## config.mk

```make
export PLATFORM = sky130hd
export DESIGN_NAME = sse_exec
export DESIGN_NICKNAME = d
export VERILOG_FILES = /design/src/hdl/sse_pkg.sv /design/src/hdl/sse_alu_if.sv /design/src/hdl/sse_alu.sv /design/src/hdl/sse_exec.sv
export VERILOG_INCLUDE_DIRS = /design/src /design/src/hdl
export SDC_FILE = /design/constraint.sdc
export NUM_CORES = 1
export LEC_CHECK = 0
export BUFFER_PORTS_ARGS = -buffer_cell sky130_fd_sc_hd__buf_2
export CAP_MARGIN = 30
export CORE_MARGIN = 8
export CORE_UTILIZATION = 54
export CTS_CLUSTER_DIAMETER = 40
export DETAILED_ROUTE_END_ITERATION = 10
export PLACE_DENSITY_LB_ADDON = 0.1
export SLEW_MARGIN = 40
export SYNTH_ARGS = -nofsm -noshare
export SYNTH_HDL_FRONTEND = slang
export SYNTH_SLANG_ARGS = --single-unit
export TNS_END_PERCENT = 50
```

## constraint.sdc

```tcl
create_clock -name clk -period 2.96 [get_ports clk]
set_clock_uncertainty 0.05 [all_clocks]
set_input_delay 0.148 -clock clk [delete_from_list [all_inputs] [get_ports clk]]
set_output_delay 0.148 -clock clk [all_outputs]
set_load 0.05 [all_outputs]
```

## src/hdl/sse_defs.svh

```systemverilog
// Purpose: constants for the sleep and subtract execution block
// Assumes: 14-bit instruction words, 8-bit data
// Notes: definitions only
`ifndef SSE_DEFS_SVH
`define SSE_DEFS_SVH
`define SSE_SLEEP_CODE 14'h0063
`define SSE_SUBL_TOP 5'h1E
`define SSE_SUBF_TOP 6'h02
`define SSE_RLF_TOP 6'h0D
`define SSE_RRF_TOP 6'h0C
`define SSE_DEST_BIT 7
`define SSE_W_RESET 8'h00
`define SSE_WDT_CLEAR 8'h00
`define SSE_PRE_CLEAR 8'h00
`endif

```

## src/hdl/sse_pkg.sv

```systemverilog
// Purpose: types for the sleep and subtract execution block
// Assumes: one instruction cycle is four phases
// Notes: phase codes are one-hot
package sse_pkg;
    typedef enum logic [3:0]
    {
        SSE_Q1 = 4'h1,
        SSE_Q2 = 4'h2,
        SSE_Q3 = 4'h4,
        SSE_Q4 = 4'h8
    } sse_phase_type;
    typedef enum logic [2:0]
    {
        SSE_OP_NONE = 3'h0,
        SSE_OP_SLEEP = 3'h1,
        SSE_OP_SUBL = 3'h2,
        SSE_OP_SUBF = 3'h3,
        SSE_OP_RLF = 3'h4,
        SSE_OP_RRF = 3'h5
    } sse_op_type;
endpackage : sse_pkg

```

## src/hdl/sse_alu_if.sv

```systemverilog
// Purpose: carrier between sequencer and arithmetic unit
// Assumes: combinational unit
// Notes: none
`timescale 1ns/10ps
interface sse_alu_if;
    import sse_pkg::*;
    sse_op_type op; // operation
    logic [7:0] a; // minuend or rotated operand
    logic [7:0] w; // working register
    logic c_in; // carry in
    logic [7:0] res; // result
    logic c_out; // carry out
    logic dc_out; // digit carry out
    logic z_out; // zero out
    modport seq (output op, output a, output w, output c_in,
                 input res, input c_out, input dc_out, input z_out);
    modport alu (input op, input a, input w, input c_in,
                 output res, output c_out, output dc_out, output z_out);
endinterface : sse_alu_if

```

## src/hdl/sse_alu.sv

```systemverilog
// Purpose: subtract and rotate arithmetic
// Assumes: pure combinational
// Notes: subtract carry means no borrow
`timescale 1ns/10ps
module sse_alu
(
    // link to sequencer
    sse_alu_if.alu bus
);
    import sse_pkg::*;

    // nine-bit difference, top bit is the no-borrow flag
    function automatic logic [8:0] sse_sub(input logic [7:0] x, input logic [7:0] y);
        sse_sub = {1'b0, x} + {1'b0, ~y} + 9'h001;
    endfunction : sse_sub

    logic [8:0] diff; // full difference
    logic [4:0] ldiff; // low nibble difference

    // arithmetic
    always_comb
    begin
        diff = sse_sub(bus.a, bus.w);
        ldiff = {1'b0, bus.a[3:0]} + {1'b0, ~bus.w[3:0]} + 5'h01;
        bus.res = diff[7:0];
        bus.c_out = diff[8];
        bus.dc_out = ldiff[4];
        if (bus.op == SSE_OP_RLF)
        begin
            bus.res = {bus.a[6:0], bus.c_in};
            bus.c_out = bus.a[7];
        end
        else if (bus.op == SSE_OP_RRF)
        begin
            bus.res = {bus.c_in, bus.a[7:1]};
            bus.c_out = bus.a[0];
        end
        bus.z_out = (bus.res == 8'h00);
    end
endmodule : sse_alu

```

## src/hdl/sse_exec.sv

```systemverilog
// Purpose: executes power-down, subtracts and rotates through carry
// Assumes: instruction stable from Q1 through Q4; file data valid by Q2
// Notes: phases run Q1..Q4 continuously while awake
`timescale 1ns/10ps
`include "sse_defs.svh"

// Overview of operation
// - fixed code 0x0063 is the power-down instruction
// - power-down clears watchdog count
// - power-down clears power-down flag, sets time-out
// - power-down halts oscillator, core sleeps
// - power-down: decode, two idle phases, sleep
// - literal subtract writes literal minus W
// - literal subtract matched by top bits 11110x
// - literal subtract updates carry, digit carry, zero
// - carry means no borrow; negative wraps
// - zero flag set when result is zero
// - literal subtract writes W in phase four
// - rotate left through carry, d picks destination
module sse_exec
(
    // clock and reset
    input wire logic clk,
    input wire logic nrst,
    // instruction and file operand
    input wire logic [13:0] instr,
    input wire logic [7:0] file_rd_data,
    // wake request from outside, a pin
    input wire logic wake,
    // phase and status
    output sse_pkg::sse_phase_type phase,
    output logic [7:0] w_out,
    output logic carry_flag,
    output logic digit_carry_flag,
    output logic zero_flag,
    output logic power_down_flag_n,
    output logic time_out_flag_n,
    output logic osc_halt,
    // watchdog clears
    output logic [7:0] watchdog_counter_clr_val,
    output logic watchdog_clear,
    // file write port
    output logic file_wr_en,
    output logic [6:0] file_wr_addr,
    output logic [7:0] file_wr_data
);
    import sse_pkg::*;

    // all state
    typedef struct packed
    {
        sse_phase_type phase;
        sse_op_type op;
        logic [7:0] w;
        logic c;
        logic dc;
        logic z;
        logic pd_n;
        logic to_n;
        logic halt;
        logic wdt_clr;
        logic wr_en;
        logic [6:0] wr_addr;
        logic [7:0] wr_data;
        logic [7:0] opnd;
        logic wake_s1;
        logic wake_s2;
    } sse_state_type;

    sse_state_type st_reg; // registered state
    sse_state_type st_next; // next state
    sse_alu_if alu_bus(); // arithmetic link

    // decode opcode from instruction word
    function automatic sse_op_type sse_decode(input logic [13:0] iw);
        if (iw == `SSE_SLEEP_CODE)
            sse_decode = SSE_OP_SLEEP;
        else if (iw[13:9] == `SSE_SUBL_TOP)
            sse_decode = SSE_OP_SUBL;
        else if (iw[13:8] == `SSE_SUBF_TOP)
            sse_decode = SSE_OP_SUBF;
        else if (iw[13:8] == `SSE_RLF_TOP)
            sse_decode = SSE_OP_RLF;
        else if (iw[13:8] == `SSE_RRF_TOP)
            sse_decode = SSE_OP_RRF;
        else
            sse_decode = SSE_OP_NONE;
    endfunction : sse_decode

    // arithmetic unit
    sse_alu u_alu
    (
        .bus(alu_bus)
    );

    // operands to arithmetic
    always_comb
    begin
        alu_bus.op = st_reg.op;
        alu_bus.a = st_reg.opnd;
        alu_bus.w = st_reg.w;
        alu_bus.c_in = st_reg.c;
    end

    // next state
    always_comb
    begin
        st_next = st_reg;
        st_next.wake_s1 = wake;
        st_next.wake_s2 = st_reg.wake_s1;
        st_next.wdt_clr = 1'b0;
        st_next.wr_en = 1'b0;
        if (st_reg.halt)
        begin
            // sleeping: oscillator stopped until wake
            if (st_reg.wake_s2)
            begin
                st_next.halt = 1'b0;
                st_next.phase = SSE_Q1;
            end
        end
        else
        begin
            case (st_reg.phase)
                SSE_Q1:
                begin
                    // decode
                    st_next.op = sse_decode(instr);
                    st_next.phase = SSE_Q2;
                end
                SSE_Q2:
                begin
                    // read operand, literal or file
                    if (st_reg.op == SSE_OP_SUBL)
                        st_next.opnd = instr[7:0];
                    else
                        st_next.opnd = file_rd_data;
                    st_next.phase = SSE_Q3;
                end
                SSE_Q3:
                begin
                    // process data, no action for power-down
                    st_next.phase = SSE_Q4;
                end
                SSE_Q4:
                begin
                    st_next.phase = SSE_Q1;
                    case (st_reg.op)
                        SSE_OP_SLEEP:
                        begin
                            st_next.wdt_clr = 1'b1;
                            st_next.pd_n = 1'b0;
                            st_next.to_n = 1'b1;
                            st_next.halt = 1'b1;
                        end
                        SSE_OP_SUBL, SSE_OP_SUBF:
                        begin
                            st_next.c = alu_bus.c_out;
                            st_next.dc = alu_bus.dc_out;
                            st_next.z = alu_bus.z_out;
                            if (st_reg.op == SSE_OP_SUBF && instr[`SSE_DEST_BIT])
                            begin
                                st_next.wr_en = 1'b1;
                                st_next.wr_addr = instr[6:0];
                                st_next.wr_data = alu_bus.res;
                            end
                            else
                                st_next.w = alu_bus.res;
                        end
                        SSE_OP_RLF, SSE_OP_RRF:
                        begin
                            st_next.c = alu_bus.c_out;
                            if (instr[`SSE_DEST_BIT])
                            begin
                                st_next.wr_en = 1'b1;
                                st_next.wr_addr = instr[6:0];
                                st_next.wr_data = alu_bus.res;
                            end
                            else
                                st_next.w = alu_bus.res;
                        end
                        default:
                        begin
                            // other instructions handled elsewhere
                        end
                    endcase
                end
                default:
                    st_next.phase = SSE_Q1;
            endcase
        end
    end

    // state register with synchronous reset
    always_ff @(posedge clk)
    begin
        if (!nrst)
        begin
            st_reg <= '0;
            st_reg.phase <= SSE_Q1;
            st_reg.op <= SSE_OP_NONE;
            st_reg.w <= `SSE_W_RESET;
            st_reg.pd_n <= 1'b1;
            st_reg.to_n <= 1'b1;
        end
        else
            st_reg <= st_next;
    end

    // outputs straight from state, except the constant watchdog clear value
    assign phase = st_reg.phase;
    assign w_out = st_reg.w;
    assign carry_flag = st_reg.c;
    assign digit_carry_flag = st_reg.dc;
    assign zero_flag = st_reg.z;
    assign power_down_flag_n = st_reg.pd_n;
    assign time_out_flag_n = st_reg.to_n;
    assign osc_halt = st_reg.halt;
    assign watchdog_counter_clr_val = `SSE_WDT_CLEAR;
    assign watchdog_clear = st_reg.wdt_clr;
    assign file_wr_en = st_reg.wr_en;
    assign file_wr_addr = st_reg.wr_addr;
    assign file_wr_data = st_reg.wr_data;

    // power-down sets flags and halts after Q4
    sleep_entry_a: assert property (@(posedge clk) disable iff (!nrst)
        (st_reg.phase == SSE_Q4 && st_reg.op == SSE_OP_SLEEP && !st_reg.halt)
        |=> (!power_down_flag_n && time_out_flag_n && osc_halt && watchdog_clear))
        else $error("power-down entry wrong");
    // watchdog clear only on power-down
    wdt_clear_a: assert property (@(posedge clk) disable iff (!nrst)
        watchdog_clear |-> $past(st_reg.op) == SSE_OP_SLEEP && osc_halt)
        else $error("stray watchdog clear");
    // literal subtract result in W
    subl_result_a: assert property (@(posedge clk) disable iff (!nrst)
        (st_reg.phase == SSE_Q4 && st_reg.op == SSE_OP_SUBL)
        |=> w_out == 8'(st_reg.opnd - $past(st_reg.w)))
        else $error("literal subtract result wrong");
    // carry is no borrow
    sub_carry_a: assert property (@(posedge clk) disable iff (!nrst)
        (st_reg.phase == SSE_Q4 && (st_reg.op == SSE_OP_SUBL || st_reg.op == SSE_OP_SUBF))
        |=> carry_flag == ($past(st_reg.opnd) >= $past(st_reg.w)))
        else $error("subtract carry wrong");
    // digit carry is no nibble borrow
    sub_dc_a: assert property (@(posedge clk) disable iff (!nrst)
        (st_reg.phase == SSE_Q4 && st_reg.op == SSE_OP_SUBL)
        |=> digit_carry_flag == ($past(st_reg.opnd[3:0]) >= $past(st_reg.w[3:0])))
        else $error("digit carry wrong");
    // zero flag matches W after literal subtract
    sub_zero_a: assert property (@(posedge clk) disable iff (!nrst)
        (st_reg.phase == SSE_Q4 && st_reg.op == SSE_OP_SUBL)
        |=> zero_flag == (w_out == 8'h00))
        else $error("zero flag wrong");
    // phases rotate Q1 to Q4 while awake
    phase_seq_a: assert property (@(posedge clk) disable iff (!nrst)
        (phase == SSE_Q1 && !osc_halt) |=> phase == SSE_Q2 ##1 phase == SSE_Q3
        ##1 phase == SSE_Q4)
        else $error("phase order wrong");
    // file write only when d was set at the Q4 edge; instr may move on after it
    file_wr_a: assert property (@(posedge clk) disable iff (!nrst)
        file_wr_en |-> phase == SSE_Q1 && $past(phase) == SSE_Q4
        && $past(instr[`SSE_DEST_BIT]))
        else $error("file write misplaced");
    // rotate left carry from bit 7
    rlf_carry_a: assert property (@(posedge clk) disable iff (!nrst)
        (st_reg.phase == SSE_Q4 && st_reg.op == SSE_OP_RLF)
        |=> carry_flag == $past(st_reg.opnd[7]))
        else $error("rotate carry wrong");
endmodule : sse_exec

```

==> reports/qor.yml <==
run_status:
  outcome: "finished, final reports clean"
sta:
  drv_slew: 0
  period_share: 0.769
  period_minus_slack_ns: 2.28
  max-slew-margin-rel: 0.522
  setup-violations-final: 0
  hold_viol: 0
  fin_setup_tns_ns: 0
  max_freq_mhz: 439
  worstMarginPinSlew_ns: 0.715
  rsz0062_at_grt: "no"
cells_and_area:
  drive_gt1_frac: 0.217
  final_cell_mix: "buf_2, dfxtp_1, nor2_1, a21oi_1, nand2_1"
  final_common_cell: "buf_2"
  fin_util: 0.599
  area_delta_synth_final_pct: 6.86
  fin_area_um2: 3060
  fin_nets: 413
  antenna_cells: 0
detailed_routing:
  avgRoutedWirePerCell_um: 14.9
  via_per_inst: 5.38
  route.vias.total: 2411
  final_antenna_net_count: 0
  wirelength_um: 6660
  drt_iter0_drc: 99
  firstDrtPassIters: 4
  drt_drc_violations_left: 0
worst_setup_path:
  crit_fanout: 3
  worstPathRequired_ns: 3.12
  cp_cell_sequence: "inv_1, ha_1, inv_1, fa_1, a211o_1, a21oi_1, mux2i_1, or2_1, o31ai_1"
  start_kind: "flop"
  arrival_ns: 2.44
  cp_num_buf_inv: 2
  cpPeakStageDelay_ns: 0.42
  crit_path_frequent_cell: "inv_1"
  crit_type: "flop to flop"
  slowest_stage: "fa_1"
  cpLargestDelayFamily: "compound AO/OA/AOI/OAI gates"
  setup.worst_path.end_class: "flop"
synth:
  synth_ff_type: "dfxtp_1"
  yosysWarnings: 0
  avgSynthCellArea_um2: 8.15
  ys_types: 55
  synth_edf_count: 0
  synthCells: 351
  ys_async_sr_fraction: 0
  synth_seq_area_share: 0.329
  synth-seq-cells: 47
  syn_area_um2: 2860
floorplan:
  row_count: 26
  die_height_um: 88.8
  io-pin-count: 68
  dieArea_um2: 7880
  core_um2: 5110
  fp.dieW_um: 88.8
  initial_utilization: 0.560
placement:
  dp_hpwl_um: 5040
  place_area_um2: 2950
  numPortBuffers: 58
  gp_congestion: 0.865
cts:
  cts-root-buf: "clkbuf_8"
  cts_tree: "done"
  cts.sinks: 47
  cts_resized: 0
  clkLatencyLatePin_ns: 0.30
  numCtsBuffers: 5
  cts_buffer_depth: 2
  clk_pin_slew_ns: 0.09
  h-tree-depth: 2
pwr:
  p_leak_nw: 1.25
  p_per_area_nw_per_um2: 442
  ir_drop_v: 0.000292
global_routing:
  antenna_found_initial: 0
  grt_pass1_vias: 2373
  grt_pass1_wl_um: 10900
  grt_use_total: 0.176
  grt_max_degree: 34
  grt_overflow: 0
worst_hold_path:
  hp-class: "primary input to flop"
job:
  maxCapViolCount: 0
-- cells in the mapped netlist (3+ instances only) --
library cell	number	area, um2
a211oi_1	13	97.6
a21oi_1	36	180
buf_2	4	20.0
buf_4	37	278
clkbuf_1	7	26.3
dfxtp_1	47	941
ha_1	9	113
inv_1	16	60.1
mux2_2	3	33.8
mux2i_1	18	180
nand2_1	32	120
nand3_1	10	50.1
nand3b_1	7	52.6
nand4_1	5	31.3
nor2_1	36	135
nor2b_1	7	43.8
nor4_1	4	25.0
o21ai_0	9	45.0
o31ai_1	3	22.5
or3_1	3	18.8
or4_1	4	30.0
-- metal layers --
metal / routed length, um / up-vias / GRT usage
li1: - / 1235 / -
met5: 0 / - / 0
met1: 3050 / 1112 / 0.213
met2: 3220 / 58 / 0.292
met4: 74 / 0 / 0.0661
met3: 311 / 6 / 0.0409
-- repair_timing --
action	CTS	global route
hold buffers	1	0
buffers inserted	0	0
hold endpoints to repair	1	0
-- through the flow --
stage	hold slack [ns]	power [W]	worst slack, ns	cells
3_5_place_dp	0.313	0.000968	0.672	440
6_report	0.0458	0.00135	0.683	448
5_1_grt	0.0526	0.00142	0.498	448
3_3_place_gp	0.306	0.000966	0.773	440
4_1_cts	0.0390	0.00136	0.666	448
2_1_floorplan	0.225	0.000917	0.875	358
-- logic make-up (layout without fill, tap and decap cells) --
family | Yosys count | after routing | synth area share
flip-flops | 47 | 47 | 0.329
AND/OR/NAND/NOR | 123 | 123 | 0.221
multiplexers | 21 | 21 | 0.0748
adder cells (fa/ha/maj) | 10 | 10 | 0.0463
XOR/XNOR | 2 | 2 | 0.00612
other | 2 | 9 | 0.00262
buffers and inverters | 67 | 87 | 0.143
AO/OA/AOI/OAI | 79 | 79 | 0.177
-- report_power, final --
group	internal, W	switching, W
sequential	0.000649	0.0000334
combinational	0.000104	0.000172
clock	0.000184	0.000209
-- tightest hold or removal path, cell delays in order --
cell	delay [ns]
buf_2	0.11
nand2_1	0.05
a21oi_1	0.05
-- cell type report --
cell class / count / area, um2
Sequential cell: 47 / 941
Fill cell: 486 / 2050
Inverter: 17 / 63.8
Multi-Input combinational cell: 244 / 1550
Tap cell: 70 / 87.6
Clock inverter: 1 / 5.00
Timing Repair Buffer: 63 / 330
Clock buffer: 6 / 82.6
-- path summary, 6_finish.rpt --
path | cells after the start | end | start | slack (ns)
setup / recovery | 9 | zero_flag | alu_bus.a[0] | 0.68
hold / removal | 3 | file_wr_addr[1] | instr[1] | 0.05
setup reg to reg | 9 | zero_flag | alu_bus.a[0] | 0.68
hold reg to reg | 1 | st_reg[0] | st_next[0] | 0.39
Power figures use the tool's default switching activity.
